--- config.mk ---
export PLATFORM = sky130hd
export DESIGN_NAME = pirq_flag_bank
export DESIGN_NICKNAME = d
export VERILOG_FILES = /design/src/common/pirq_pkg.sv /design/src/pirq_event_sync.sv /design/src/pirq_flag_bank.sv
export VERILOG_INCLUDE_DIRS = /design/src /design/src/common
export SDC_FILE = /design/constraint.sdc
export NUM_CORES = 1
export LEC_CHECK = 0
export BUFFER_PORTS_ARGS = -buffer_cell sky130_fd_sc_hd__buf_2
export CORE_MARGIN = 2
export CORE_UTILIZATION = 50
export DETAILED_ROUTE_END_ITERATION = 12
export GPL_ROUTABILITY_DRIVEN = 0
export PLACE_DENSITY = 0.88
export SLEW_MARGIN = 40
export SYNTH_ARGS = -nofsm -noshare
export SYNTH_HDL_FRONTEND = slang
export SYNTH_HIERARCHICAL = 1
export SYNTH_SLANG_ARGS = --single-unit
--- constraint.sdc ---
create_clock -name clk_sys -period 6.56 [get_ports clk_sys]
set_input_delay 0.656 -clock clk_sys [delete_from_list [all_inputs] [get_ports clk_sys]]
set_output_delay 0.656 -clock clk_sys [all_outputs]
set_load 0.02 [all_outputs]
--- src/common/pirq_params.svh ---
`ifndef PIRQ_PARAMS_SVH
`define PIRQ_PARAMS_SVH

// Register byte offsets
`define PIRQ_OFF_ENABLE 12'h000
`define PIRQ_OFF_REQUEST 12'h004
`define PIRQ_OFF_CTRL 12'h008
`define PIRQ_OFF_STATUS 12'h00C
`define PIRQ_OFF_CLEAR 12'h010
`define PIRQ_OFF_IRQEN 12'h014

// Field positions
`define PIRQ_BIT_EEWR 7
`define PIRQ_BIT_LVD 6
`define PIRQ_BIT_CRYPTO 5
`define PIRQ_BIT_CMPB 4
`define PIRQ_BIT_CMPA 3
`define PIRQ_BIT_OSCF 2
`define PIRQ_BIT_UNUSED 1
`define PIRQ_BIT_TMR1 0
`define PIRQ_BIT_GLOBAL_EN 1
`define PIRQ_BIT_PERIPH_EN 0

// Reset values and masks
`define PIRQ_RST_BYTE 8'h00
`define PIRQ_IMPL_MASK 8'hFD
`define PIRQ_CTRL_MASK 8'h03
`define PIRQ_EVT_MASK 8'h01

// Timing counts
`define PIRQ_ARM_CYCLES 3'h5

`endif

--- src/common/pirq_pkg.sv ---
package pirq_pkg;

    typedef enum logic [1:0] {
        PIRQ_IDLE = 2'b00,
        PIRQ_ACCESS = 2'b01
    } pirq_bus_t;

    typedef struct packed {
        pirq_bus_t busState;
        logic [7:0] enableReg;
        logic [7:0] requestReg;
        logic [1:0] ctrlReg;
        logic evtStatusReg;
        logic evtEnableReg;
        logic [31:0] prdataReg;
        logic preadyReg;
        logic pslverrReg;
        logic coreIrqReg;
        logic busIrqReg;
        logic [7:0] pendingReg;
    } pirq_state_t;

endpackage : pirq_pkg

--- src/pirq_event_sync.sv ---
`timescale 1ns/1ps
`include "pirq_params.svh"

// Three-stage synchroniser; change accepted when stages two and three agree
module pirq_event_sync #(
    parameter int WIDTH = 7
) (
    // Clock and reset
    input wire logic clk_sys,
    input wire logic rstn,
    input wire logic clkEn,
    // Asynchronous inputs and synchronised levels
    input wire logic [WIDTH-1:0] asyncIn,
    output logic [WIDTH-1:0] syncOut
);

    logic [WIDTH-1:0] stageOne_reg;
    logic [WIDTH-1:0] stageTwo_reg;
    logic [WIDTH-1:0] stageThree_reg;
    logic [WIDTH-1:0] syncOut_reg;

    genvar i;
    generate
        for (i = 0; i < WIDTH; i++) begin : gBit
            always_ff @(posedge clk_sys or negedge rstn) begin
                if (!rstn) begin
                    stageOne_reg[i] <= 1'b0;
                    stageTwo_reg[i] <= 1'b0;
                    stageThree_reg[i] <= 1'b0;
                    syncOut_reg[i] <= 1'b0;
                end else if (clkEn) begin
                    stageOne_reg[i] <= asyncIn[i];
                    stageTwo_reg[i] <= stageOne_reg[i];
                    stageThree_reg[i] <= stageTwo_reg[i];
                    if (stageTwo_reg[i] == stageThree_reg[i]) begin
                        syncOut_reg[i] <= stageThree_reg[i];
                    end
                end
            end
        end
    endgenerate

    assign syncOut = syncOut_reg;

endmodule : pirq_event_sync

--- src/pirq_flag_bank.sv ---
// Design decisions made here: register access over APB and the placing of the registers.
`timescale 1ns/1ps
`include "pirq_params.svh"

// Overview of operation
// - No core request without peripheral enable
// - Enable register holds one mask per source
// - Bit one unimplemented, reads zero
// - Flags set regardless of any interrupt enable bit
// - EE write done sets bit seven
// - Low-voltage crossing sets bit six
// - Crypto completion sets bit five
// - Comparator B output change sets bit four
// - Comparator A output change sets bit three
// - Oscillator failure sets bit two
// - Timer1 rollover sets bit zero
// - Global enable gates every source
module pirq_flag_bank #(
    parameter bit HAS_CMP_B = 1'b1
) (
    // Clock, enable and reset
    input wire logic clk_sys,
    input wire logic rstn,
    input wire logic clkEn,
    // APB slave
    input wire logic psel,
    input wire logic penable,
    input wire logic pwrite,
    input wire logic [11:0] paddr,
    input wire logic [31:0] pwdata,
    output logic [31:0] prdata,
    output logic pready,
    output logic pslverr,
    // Peripheral event pulses, same clock
    input wire logic eewriteDone,
    input wire logic cryptoDone,
    input wire logic timerOneOvf,
    // Asynchronous peripheral levels
    input wire logic lowvoltCrossed,
    input wire logic cmpBOutput,
    input wire logic cmpAOutput,
    input wire logic oscFailed,
    // Interrupt outputs
    output logic coreIrq,
    output logic busIrq
);

    pirq_pkg::pirq_state_t st_reg;
    pirq_pkg::pirq_state_t st_next;

    logic [3:0] syncLevel;
    logic [3:0] syncPrev_reg;
    logic [2:0] armCnt_reg;
    logic armed;
    logic [7:0] eventVec;
    logic setupPhase;
    logic accessDone;
    logic wrStrobe;
    logic [7:0] wrByte;

    // ------------------------------------------------------------
    // Input synchronisation and edge detection
    // ------------------------------------------------------------
    pirq_event_sync #(
        .WIDTH(4)
    ) uSync (
        .clk_sys(clk_sys),
        .rstn(rstn),
        .clkEn(clkEn),
        .asyncIn({lowvoltCrossed, cmpBOutput, cmpAOutput, oscFailed}),
        .syncOut(syncLevel)
    );

    // Count edges after reset until the synchroniser holds pin levels
    always_ff @(posedge clk_sys or negedge rstn) begin
        if (!rstn) begin
            syncPrev_reg <= 4'h0;
            armCnt_reg <= 3'h0;
        end else if (clkEn) begin
            syncPrev_reg <= syncLevel;
            if (!armed) begin
                armCnt_reg <= 3'(armCnt_reg + 3'h1);
            end
        end
    end

    assign armed = (armCnt_reg == `PIRQ_ARM_CYCLES);

    always_comb begin
        eventVec = 8'h00;
        eventVec[`PIRQ_BIT_EEWR] = eewriteDone;
        eventVec[`PIRQ_BIT_LVD] = syncLevel[3] & ~syncPrev_reg[3];
        eventVec[`PIRQ_BIT_CRYPTO] = cryptoDone;
        eventVec[`PIRQ_BIT_CMPB] = HAS_CMP_B &
            (syncLevel[2] ^ syncPrev_reg[2]);
        eventVec[`PIRQ_BIT_CMPA] = syncLevel[1] ^ syncPrev_reg[1];
        eventVec[`PIRQ_BIT_OSCF] = syncLevel[0] & ~syncPrev_reg[0];
        eventVec[`PIRQ_BIT_TMR1] = timerOneOvf;
        // Drop the false edges seen while the synchroniser fills
        if (!armed) begin
            eventVec[`PIRQ_BIT_LVD] = 1'b0;
            eventVec[`PIRQ_BIT_CMPB] = 1'b0;
            eventVec[`PIRQ_BIT_CMPA] = 1'b0;
            eventVec[`PIRQ_BIT_OSCF] = 1'b0;
        end
    end

    // ------------------------------------------------------------
    // Bus decode
    // ------------------------------------------------------------
    assign setupPhase = psel & ~penable;
    assign accessDone = psel & penable & st_reg.preadyReg;
    assign wrStrobe = accessDone & pwrite;
    assign wrByte = pwdata[7:0];

    // ------------------------------------------------------------
    // Next state
    // ------------------------------------------------------------
    always_comb begin
        logic [7:0] reqNext;
        logic [7:0] enNext;
        logic [7:0] pendNext;
        logic hit;
        reqNext = st_reg.requestReg;
        enNext = st_reg.enableReg;
        pendNext = 8'h00;
        hit = 1'b0;
        st_next = st_reg;
        st_next.preadyReg = 1'b0;
        st_next.pslverrReg = 1'b0;

        if (wrStrobe) begin
            case (paddr)
                `PIRQ_OFF_ENABLE: begin
                    enNext = wrByte & `PIRQ_IMPL_MASK;
                end
                `PIRQ_OFF_REQUEST: begin
                    reqNext = wrByte & `PIRQ_IMPL_MASK;
                end
                `PIRQ_OFF_CTRL: begin
                    st_next.ctrlReg = wrByte[1:0];
                end
                `PIRQ_OFF_CLEAR: begin
                    if (wrByte[0]) begin
                        st_next.evtStatusReg = 1'b0;
                    end
                end
                `PIRQ_OFF_IRQEN: begin
                    st_next.evtEnableReg = wrByte[0];
                end
                default: begin
                    st_next.evtStatusReg = st_reg.evtStatusReg;
                end
            endcase
        end

        // Hardware set wins over a software clear in the same cycle
        reqNext = (reqNext | eventVec) & `PIRQ_IMPL_MASK;
        st_next.requestReg = reqNext;
        st_next.enableReg = enNext;

        pendNext = reqNext & enNext;
        st_next.pendingReg = pendNext;
        st_next.coreIrqReg = (|pendNext) &
            st_next.ctrlReg[`PIRQ_BIT_PERIPH_EN] &
            st_next.ctrlReg[`PIRQ_BIT_GLOBAL_EN];

        if (st_next.coreIrqReg & ~st_reg.coreIrqReg) begin
            st_next.evtStatusReg = 1'b1;
        end
        st_next.busIrqReg = st_next.evtStatusReg & st_next.evtEnableReg;

        case (st_reg.busState)
            pirq_pkg::PIRQ_IDLE: begin
                if (setupPhase) begin
                    st_next.busState = pirq_pkg::PIRQ_ACCESS;
                    st_next.preadyReg = 1'b1;
                    hit = 1'b1;
                    st_next.prdataReg = 32'h0000_0000;
                    case (paddr)
                        `PIRQ_OFF_ENABLE: begin
                            st_next.prdataReg[7:0] = st_reg.enableReg;
                        end
                        `PIRQ_OFF_REQUEST: begin
                            st_next.prdataReg[7:0] = st_reg.requestReg;
                        end
                        `PIRQ_OFF_CTRL: begin
                            st_next.prdataReg[1:0] = st_reg.ctrlReg;
                        end
                        `PIRQ_OFF_STATUS: begin
                            st_next.prdataReg[0] = st_reg.evtStatusReg;
                        end
                        `PIRQ_OFF_CLEAR: begin
                            st_next.prdataReg[0] = 1'b0;
                        end
                        `PIRQ_OFF_IRQEN: begin
                            st_next.prdataReg[0] = st_reg.evtEnableReg;
                        end
                        default: begin
                            hit = 1'b0;
                        end
                    endcase
                    st_next.pslverrReg = ~hit;
                end
            end
            pirq_pkg::PIRQ_ACCESS: begin
                st_next.busState = pirq_pkg::PIRQ_IDLE;
            end
            default: begin
                st_next.busState = pirq_pkg::PIRQ_IDLE;
            end
        endcase
    end

    // ------------------------------------------------------------
    // State register
    // ------------------------------------------------------------
    always_ff @(posedge clk_sys or negedge rstn) begin
        if (!rstn) begin
            st_reg <= '0;
        end else if (clkEn) begin
            st_reg <= st_next;
        end
    end

    assign prdata = st_reg.prdataReg;
    assign pready = st_reg.preadyReg;
    assign pslverr = st_reg.pslverrReg;
    assign coreIrq = st_reg.coreIrqReg;
    assign busIrq = st_reg.busIrqReg;
endmodule : pirq_flag_bank

==> impl_metrics.ini, run 1 <==
[sta]
fin_crit_sh_pct = 45.0
slew_headroom_pct = 51.1
hold_ws_ps = 458
worst_slew_pin_slew_ps = 727
fin_tns_setup_ps = 0
clock_skew_ps = 6.83
setup_slack_ps = 3610
timing.final.hold_violations = 0
slew_viol_final = 0
fmax_mhz = 339
rsz0062_at_grt = no
setup_viol = 0
finalCriticalPeriod_ps = 2950

[job]
cap_violations = 0

[global_routing]
antenna_found_initial = 0
grt_max_degree = 55
grtUsageTotal_pct = 19.1
grt.overflow.total = 0
grt_pass1_vias = 2127
grt_pass1_wl_um = 9850

[synth]
syn_inst = 301
synth_top_cell_area_share_pct = 44.9
synth_area_leader_cell = dfrtp_1
syn_area_um2 = 3010
synth_edf_count = 0
synthTopCellsByArea = dfrtp_1 (45%), buf_4 (8.2%), mux2_2 (8.2%)
async_flop_share_pct = 100
yosysSeqAreaShare_pct = 44.9
synth_warnings = 6
ys_seq_elements = 54
synth_area_per_cell_um2 = 10.0
synth_cell_types = 50
ys.flop_type = dfrtp_1

[drt]
ant_nets = 0
drt_iter0_drc = 186
drt_wl_total_um = 5800
drcViolationCount = 0
viasPerCell = 5.41
wire_per_inst_um = 14.2
drt_first_pass_iters = 4
dr_total_vias = 2209

[critical_path]
cp_data_required_time_ps = 6770
cp_slowest_cell = nor4_2
reg2reg_from = pready$_DFFE_PN0P_
crit_path_end_kind = flop
cp-start-kind = primary input
reg2reg_setup_slack_ps = 4040
cp_cell_sequence = buf_2 -> or4_4 -> nor4_2 -> and2_0 -> nor3_1 -> o32ai_2 -> nor3_1 -> o31ai_1
path_depth = 8
r2r_cells = 7
critical_path_class = in -> reg
critPathLaunch = paddr[9]
critical_path_arrival_ps = 3160
worstSetupEndpoint = coreIrq$_DFFE_PN0P_
crit_family = simple AND/OR/NAND/NOR gates
timing.rr.end = coreIrq$_DFFE_PN0P_
cp_max_fo = 7
crit_buf_inv = 1
cp_slowest_stage_delay_ps = 690
crit_top_cell = nor3_1

[cts]
ctsResizeCount = 0
cts_tree = yes
clock-sinks = 54
cts_inserted_buffers = 5
cts.htree.levels = 2
cts.reportedPaths.clkPinSlew_ps = 100
clkLatencyLatePin_ps = 300
cts_hold_buf = 0
root_buffer = clkbuf_8
cts_setup_buffers = 0
clk_path_buf_depth = 2

[die]
dieArea_um2 = 6650
fp.dieW_um = 81.6
coreArea_um2 = 5850
num_io_pins = 93
num_rows = 28
start_util_pct = 51.4
chipHeight_um = 81.6

[run_status]
outcome = finished, final reports clean

[power_and_ir_drop]
peakVddDrop_v = 0.000107
p_per_area_nw_per_um2 = 261
p_leak_nw = 1.51

[min_path]
min_path_type = in -> async

[cells_and_area]
finish.net_count = 391
mostFrequentLayoutCell = dfrtp_1
mostFrequentLayoutCells = dfrtp_1 (54), buf_2 (44), nand2_1 (28)
instances_no_fill = 408
largest_reg_flops = 19
n_antenna_cell = 0
drive_gt1_share_pct = 25.5
seq_area_um2 = 1350
syn_to_final_growth_pct = 7.11
multiInputGateArea_um2 = 1400
fill_cells = 506

[placed_design]
dp.cells = 400
port_buffers = 44
hpwl_um = 4260
pre_cts_ws_ps = 3300
stage by stage:
stage / area [µm²] / util (%) / power (mW)
floorplan: 3100 / - / 0.578
global placement: 3110 / 53.2 / 0.607
detailed placement: 3110 / 53.2 / 0.625
CTS: 3220 / 55.1 / 0.845
global route: 3220 / 55.1 / 0.895
finish: 3220 / 55.1 / 0.842
synth_stat cells (3+ instances only):
master / instances
mux2_2: 22
o221ai_1: 5
nor3b_1: 3
inv_1: 11
a21o_1: 4
mux2i_1: 11
nor2_1: 25
dfrtp_1: 54
or4_1: 3
clkbuf_1: 6
a31oi_1: 4
o21ai_0: 17
nand2b_1: 8
a21oi_1: 16
buf_4: 33
nor3_1: 5
nand2_1: 28
a22o_1: 4
how the worst min path moves through the flow:
stage	startpoint	cells after the start	slack [ps]	to
after global placement	prdata[2]$_DFFE_PN0P_	2	460	prdata[2]$_DFFE_PN0P_
final	rstn	2	460	uSync/stageOne_reg[1]$_DFFE_PN0P_
after floorplan	rstn	0	360	armCnt_reg[0]$_DFFE_PN0P_
after CTS	rstn	2	480	uSync/stageOne_reg[2]$_DFFE_PN0P_
after global routing	rstn	2	520	uSync/stageOne_reg[2]$_DFFE_PN0P_
after detailed placement	prdata[7]$_DFFE_PN0P_	2	470	prdata[7]$_DFFE_PN0P_
power breakdown:
group | switching, mW | leakage (nW) | internal, mW
Clock | 0.106 | 0.0585 | 0.114
Combinational | 0.105 | 0.801 | 0.0853
Sequential | 0.0449 | 0.654 | 0.386
Total | 0.256 | 1.51 | 0.585
final cells by class:
class / count / area share (%)
flip-flops and latches: 54 / 41.9
multi-input cells: 215 / 43.3
repair buffers: 45 / 7.07
well taps: 75 / 2.91
clock buffers: 5 / 2.14
clock inverters: 3 / 1.36
inverters: 11 / 1.28
cells by family (layout without fill, tap and decap cells):
family | Yosys count | after routing | synth area share, %
compound gates | 66 | 66 | 14.8
xor+xnor | 3 | 3 | 0.873
fa+ha+maj | 2 | 2 | 0.831
buf+inv | 55 | 64 | 11.6
flops | 54 | 54 | 44.9
mux | 34 | 34 | 12.4
other cells | 1 | 24 | 0.125
simple gates | 86 | 86 | 14.5
per-layer routing:
| layer | part of all wire [%] | global-route usage [%] | vias to the layer above |
|---|---|---|---|
| met1 | 42 | 25.6 | 1060 |
| met2 | 51 | 31.1 | 76 |
| met4 | 2.0 | 8.00 | 0 |
| met3 | 5.8 | 2.86 | 12 |
| li1 | - | - | 1061 |
| met5 | 0 | 0 | - |
(Power assumes the default switching activity.)
==> inputs of run 2 (changes only) <==
Settings changed: ABC_AREA set to 1.
Clock period 6.56 ns to 2.8 ns, I/O delays scaled along.
==> run 2 against run 1 <==
  * Clock power up 130%
  * Die area grew 0.87%
  * Synthesized cell count rose by 32%
  * First-iteration DRC count decreased by 28%
  * Setup slack got worse by 2700 ps
  * Hold slack worse by 280 ps
  * Sequential share of layout area shrank 0.70 points
  * Clock-buffer cell count grew 2
  * Critical path type is now reg -> reg
  * Highest routed layer unchanged
==> impl_metrics.ini, run 2 <==
[cells_and_area]
drive_gt1_share_pct = 15.0
n_antenna_cell = 0
final_core_util_pct = 55.7
syn_to_final_growth_pct = 7.95
finish.net_count = 490
largest_reg_flops = 19
mostFrequentLayoutCells = nand2_1 (127), dfrtp_1 (54), inv_1 (49)
mostFrequentLayoutCell = nand2_1
final_area_um2 = 3280

[synth]
async_flop_share_pct = 100
synth_area_per_cell_um2 = 7.67
yosysMostFrequentCell = nand2_1
yosysSeqAreaShare_pct = 44.5
synth_warnings = 6
synth_top_cells_by_count = nand2_1 (127), dfrtp_1 (54), inv_1 (49)
ys.flop_type = dfrtp_1
syn_inst = 396
syn_area_um2 = 3040
ys_seq_elements = 54
synth_top_cell_area_share_pct = 44.5
synth_cell_types = 36
synth_area_leader_cell = dfrtp_1
synth_edf_count = 0
synthTopCellsByArea = dfrtp_1 (44%), nand2_1 (16%), buf_4 (8.4%)

[die]
num_io_pins = 93
dieArea_um2 = 6710
chipHeight_um = 81.9
coreArea_um2 = 5890
fp.dieW_um = 81.9
start_util_pct = 51.6
num_rows = 28

[run_status]
outcome = finished, final reports clean

[cts]
cts_inserted_buffers = 5
cts_hold_buf = 1
cts_tree = yes
cts_setup_buffers = 0
cts.htree.levels = 2
clock-sinks = 54
clkLatencyLatePin_ps = 310
clk_path_buf_depth = 2
cts.reportedPaths.clkPinSlew_ps = 90
root_buffer = clkbuf_8
ctsResizeCount = 0

[critical_path]
cp_slowest_cell = dfrtp_1
critPathLaunch = pready$_DFFE_PN0P_
path_depth = 14
reg2reg_from = pready$_DFFE_PN0P_
critical_path_arrival_ps = 2160
r2r_cells = 14
crit_top_cell = nand2_1
crit_family = simple AND/OR/NAND/NOR gates
critical_path_class = reg -> reg
cp_data_required_time_ps = 3050
crit_path_end_kind = flop
crit_buf_inv = 1
cp-start-kind = flop
cp_slowest_stage_delay_ps = 380
cp_max_fo = 13
cp_cell_sequence = nand2_1 -> nor2_4 -> nand3_4 -> clkinv_2 -> nand2_1 -> nand2_1 -> nand2_1 -> nand2_1 -> nor2_1 -> nand2_1 -> nand3_1 -> nand2_1 -> nand2_1 -> nand2_1

[global_routing]
grt_pass1_wl_um = 10000
grt.overflow.total = 0
grtUsageTotal_pct = 19.3
grt_pass1_vias = 2347
antenna_found_initial = 0
grt_max_degree = 73

[drt]
wire_per_inst_um = 11.9
viasPerCell = 4.97
drt_iter0_drc = 133
drt_wl_total_um = 6030
dr_total_vias = 2522
drcViolationCount = 0
ant_nets = 0
drt_first_pass_iters = 5

[sta]
finalCriticalPeriod_ps = 1900
setup_slack_ps = 896
fmax_mhz = 525
timing.final.hold_violations = 0
rsz0062_at_grt = no
worst_slew_pin_slew_ps = 619
fin_crit_sh_pct = 68.0
slew_headroom_pct = 58.7
fin_tns_setup_ps = 0
setup_viol = 0
slew_viol_final = 0
clock_skew_ps = 9.61

[placed_design]
placed_area_um2 = 3160
port_buffers = 44
hpwl_um = 4410
pre_cts_ws_ps = 808

[power_and_ir_drop]
p_leak_nw = 1.77
swShare_pct = 31.5
seqPwrFrac_pct = 50.9
p_per_area_nw_per_um2 = 601
peakVddDrop_v = 0.000273
power.share.clock_pct = 25.8
cell_internal_pwr_mw = 1.35
p_switching_uw = 620
combPwrFrac_pct = 23.3

[min_path]
hold_depth = 3
hold_start = lowvoltCrossed
min_path_type = in -> reg

[job]
cap_violations = 0
-- run 2: cell types whose count changed after synthesis, sizes merged, moves of 8 or more --
cell | previous run | this run
nand2 | 28 | 129
mux2 | 23 | 0
nand2b | 8 | 0
nand4 | 2 | 11
mux2i | 11 | 1
inv | 11 | 50
o21ai | 19 | 35
nand3 | 1 | 16
a21oi | 16 | 5
-- run 2: cell type report --
cell class / count / area, µm²
multi-input cells: 267 / 1260
well taps: 75 / 93.8
inverters: 54 / 204
repair buffers: 49 / 260
fillers: 556 / 2610
flip-flops and latches: 54 / 1350
clock inverters: 1 / 30.0
clock buffers: 7 / 76.3
-- run 2: path summary, 6_finish.rpt --
kind                                                      to  slack [ps]
setup / recovery                      st_reg[45]$_DFFE_PN0P_         900
hold / removal             uSync/stageOne_reg[3]$_DFFE_PN0P_         180
setup reg to reg                      st_reg[45]$_DFFE_PN0P_         900
hold reg to reg                    armCnt_reg[2]$_DFFE_PN0P_         480
max in group asynchronous        syncPrev_reg[1]$_DFFE_PN0P_        1690
min in group asynchronous             st_reg[45]$_DFFE_PN0P_         430
-- run 2: per-layer routing --
layer	vias up	global-route usage [%]	routed length (µm)
li1	1261	-	-
met1	1162	22.3	2540
met2	91	35.4	3050
met3	8	3.52	369
met4	0	6.50	76
met5	-	0	0
-- run 2: kinds of logic after synthesis --
kind of cell / Yosys count / share of synthesized area (%)
XOR/XNOR: 2 / 0.577
other: 1 / 0.123
AO/OA/AOI/OAI: 56 / 10.6
buffers and inverters: 98 / 16.8
AND/OR/NAND/NOR: 182 / 26.3
flip-flops: 54 / 44.5
adder cells (fa/ha/maj): 2 / 0.824
multiplexers: 1 / 0.330
-- run 2: stage by stage --
step                      std cells  hold slack [ps]  power (mW)
after global placement          498              230        1.44
after floorplan                 419            -15.6        1.38
after detailed placement        498              242        1.48
after global routing            507              193        2.10
final                           507              177        1.97
after CTS                       507              172        1.99
-- run 2: worst min-delay path, delay by kind of cell --
family,cells,cell delay [ps]
and+or+nand+nor,1,40
buffers and inverters,1,70
AOI/OAI and AO/OA,1,50
-- run 2: power by group through the flow --
| stage | combinational (mW) | clock, mW | sequential, mW |
|---|---|---|---|
| floorplan | 0.385 | 0 | 0.999 |
| global placement | 0.436 | 0 | 1.01 |
| detailed placement | 0.459 | 0 | 1.02 |
| CTS | 0.463 | 0.524 | 1.00 |
| global route | 0.529 | 0.553 | 1.02 |
| finish | 0.459 | 0.509 | 1.00 |
==> inputs of run 3 (changes only) <==
Settings changed: ABC_AREA 1 to 0.
Clock period 2.8 ns to 1.8 ns, I/O delays scaled along.
==> run 3 against run 2 <==
  * The run now ends with negative setup slack left
  * Hold slack worse by 89 ps
  * Final cell count decreased by 12%
  * Sequential share of layout area is 5.1 points lower
  * Setup slack worse by 1400 ps
  * Global-route usage up 3.9 points
  * Critical path depth shrank 6
  * Critical path type is now in -> reg
  * Critical endpoint unchanged
  * Largest cell class is now multi-input combinational cells
==> impl_metrics.ini, run 3 (synthesis results as in run 1) <==
[sta]
fin_crit_sh_pct = 126
rsz0062_at_grt = yes
hold_ws_ps = 87.9
worst_slew_pin_slew_ps = 691
timing.final.hold_violations = 0
slew_viol_final = 0
fin_tns_setup_ps = -5720
finalCriticalPeriod_ps = 2270
setup_slack_ps = -465
clock_skew_ps = 7.44
slew_headroom_pct = 54.0
setup_viol = 26
fmax_mhz = 441

[cts]
cts.htree.levels = 2
root_buffer = clkbuf_8
clock-sinks = 54
clk_path_buf_depth = 2
cts_inserted_buffers = 5
clkLatencyLatePin_ps = 320
cts_tree = yes
cts.reportedPaths.clkPinSlew_ps = 100

[min_path]
min_path_type = in -> reg
hold_depth = 2
hold_start = oscFailed

[critical_path]
r2r_cells = 9
reg2reg_from = pready$_DFFE_PN0P_
cp_max_fo = 4
cp-start-kind = primary input
critPathLaunch = paddr[1]
critical_path_class = in -> reg
critical_path_arrival_ps = 2450
cp_data_required_time_ps = 1990
crit_path_end_kind = flop

[drt]
drt_wl_total_um = 8270
dr_total_vias = 2640
drt_iter0_drc = 347
ant_nets = 0
drt_first_pass_iters = 8
drcViolationCount = 0
wire_per_inst_um = 18.5
viasPerCell = 5.91

[power_and_ir_drop]
p_switching_mw = 1.10
power.share.clock_pct = 23.5
peakVddDrop_v = 0.000513
p_per_area_nw_per_um2 = 880
seqPwrFrac_pct = 47.6
combPwrFrac_pct = 28.9
p_leak_nw = 1.78
cell_internal_pwr_mw = 2.19
swShare_pct = 33.5
total_power_mw = 3.29

[cells_and_area]
mostFrequentLayoutCell = dfrtp_1
mostFrequentLayoutCells = dfrtp_1 (54), buf_2 (42), buf_4 (29)
drive_gt1_share_pct = 40.1
finish.net_count = 430
n_antenna_cell = 0
syn_to_final_growth_pct = 24.2
final_area_um2 = 3740
largest_reg_flops = 19

[global_routing]
grtUsageTotal_pct = 23.1
grt_max_degree = 55
grt_pass1_wl_um = 11600
grt.overflow.total = 0
grt_pass1_vias = 2479
antenna_found_initial = 0

[placed_design]
placed_area_um2 = 3370
port_buffers = 44
hpwl_um = 4850
pre_cts_ws_ps = -736

[die]
fp.dieW_um = 81.6
chipHeight_um = 81.6
dieArea_um2 = 6650
start_util_pct = 51.4
num_io_pins = 93
coreArea_um2 = 5850
num_rows = 28

[run_status]
outcome = finished with violations
violations = negative setup slack

[job]
cap_violations = 0
[run 3: stage by stage]
stage               std cells  util, %
floorplan                 324        -
global placement          433     57.5
detailed placement        433     57.5
CTS                       447     61.4
global route              447     63.9
finish                    447     63.9
[run 3: layer usage]
metal	wire (µm)	share of wire, %	up-vias	GRT usage [%]
met4	481	5.8	0	10.5
li1	-	-	1148	-
met2	3990	48	190	39.6
met3	708	8.6	42	4.40
met5	0	0	-	0
met1	3090	37	1260	28.4
[run 3: path summary, 6_finish.rpt]
kind                                                          end  slack [ps]
worst max-delay path                       st_reg[45]$_DFFE_PN0P_        -470
worst min-delay path            uSync/stageOne_reg[0]$_DFFE_PN0P_          90
worst max register to register             st_reg[45]$_DFFE_PN0P_        -460
worst min register to register              prdata[7]$_DFFE_PN0P_         480
max in group asynchronous                   prdata[2]$_DFFE_PN0P_         810
min in group asynchronous       uSync/stageOne_reg[2]$_DFFE_PN0P_         530
[run 3: repair_timing]
item	CTS	global route
pin swaps	6	11
endpoints found under the setup margin	24	28
endpoints found under the hold margin	3	0
hold buffers	1	0
buffers inserted	5	2
resized for setup	24	31
[run 3: power by group through the flow]
stage	registers (mW)	clock network (mW)	logic (mW)
6_report	1.56	0.773	0.950
5_1_grt	1.59	0.825	1.03
4_1_cts	1.55	0.778	0.865
3_5_place_dp	1.57	0	0.844
3_3_place_gp	1.55	0	0.793
2_1_floorplan	1.55	0	0.554
[run 3: worst max-delay path: stages]
cell and delay, ps:
buf_2 110, or4_1 650, or4_4 520, mux2_4 320, o22ai_2 140, o211ai_2 140, o31ai_2 270, o211ai_1 110
[run 3: area by class of cell]
cell class	count	area, µm²
Fill cell	418	2110
Multi-Input combinational cell	215	1570
Sequential cell	54	1350
Timing Repair Buffer	84	573
Clock buffer	7	96.3
Tap cell	75	93.8
Inverter	11	41.3
Clock inverter	1	8.76
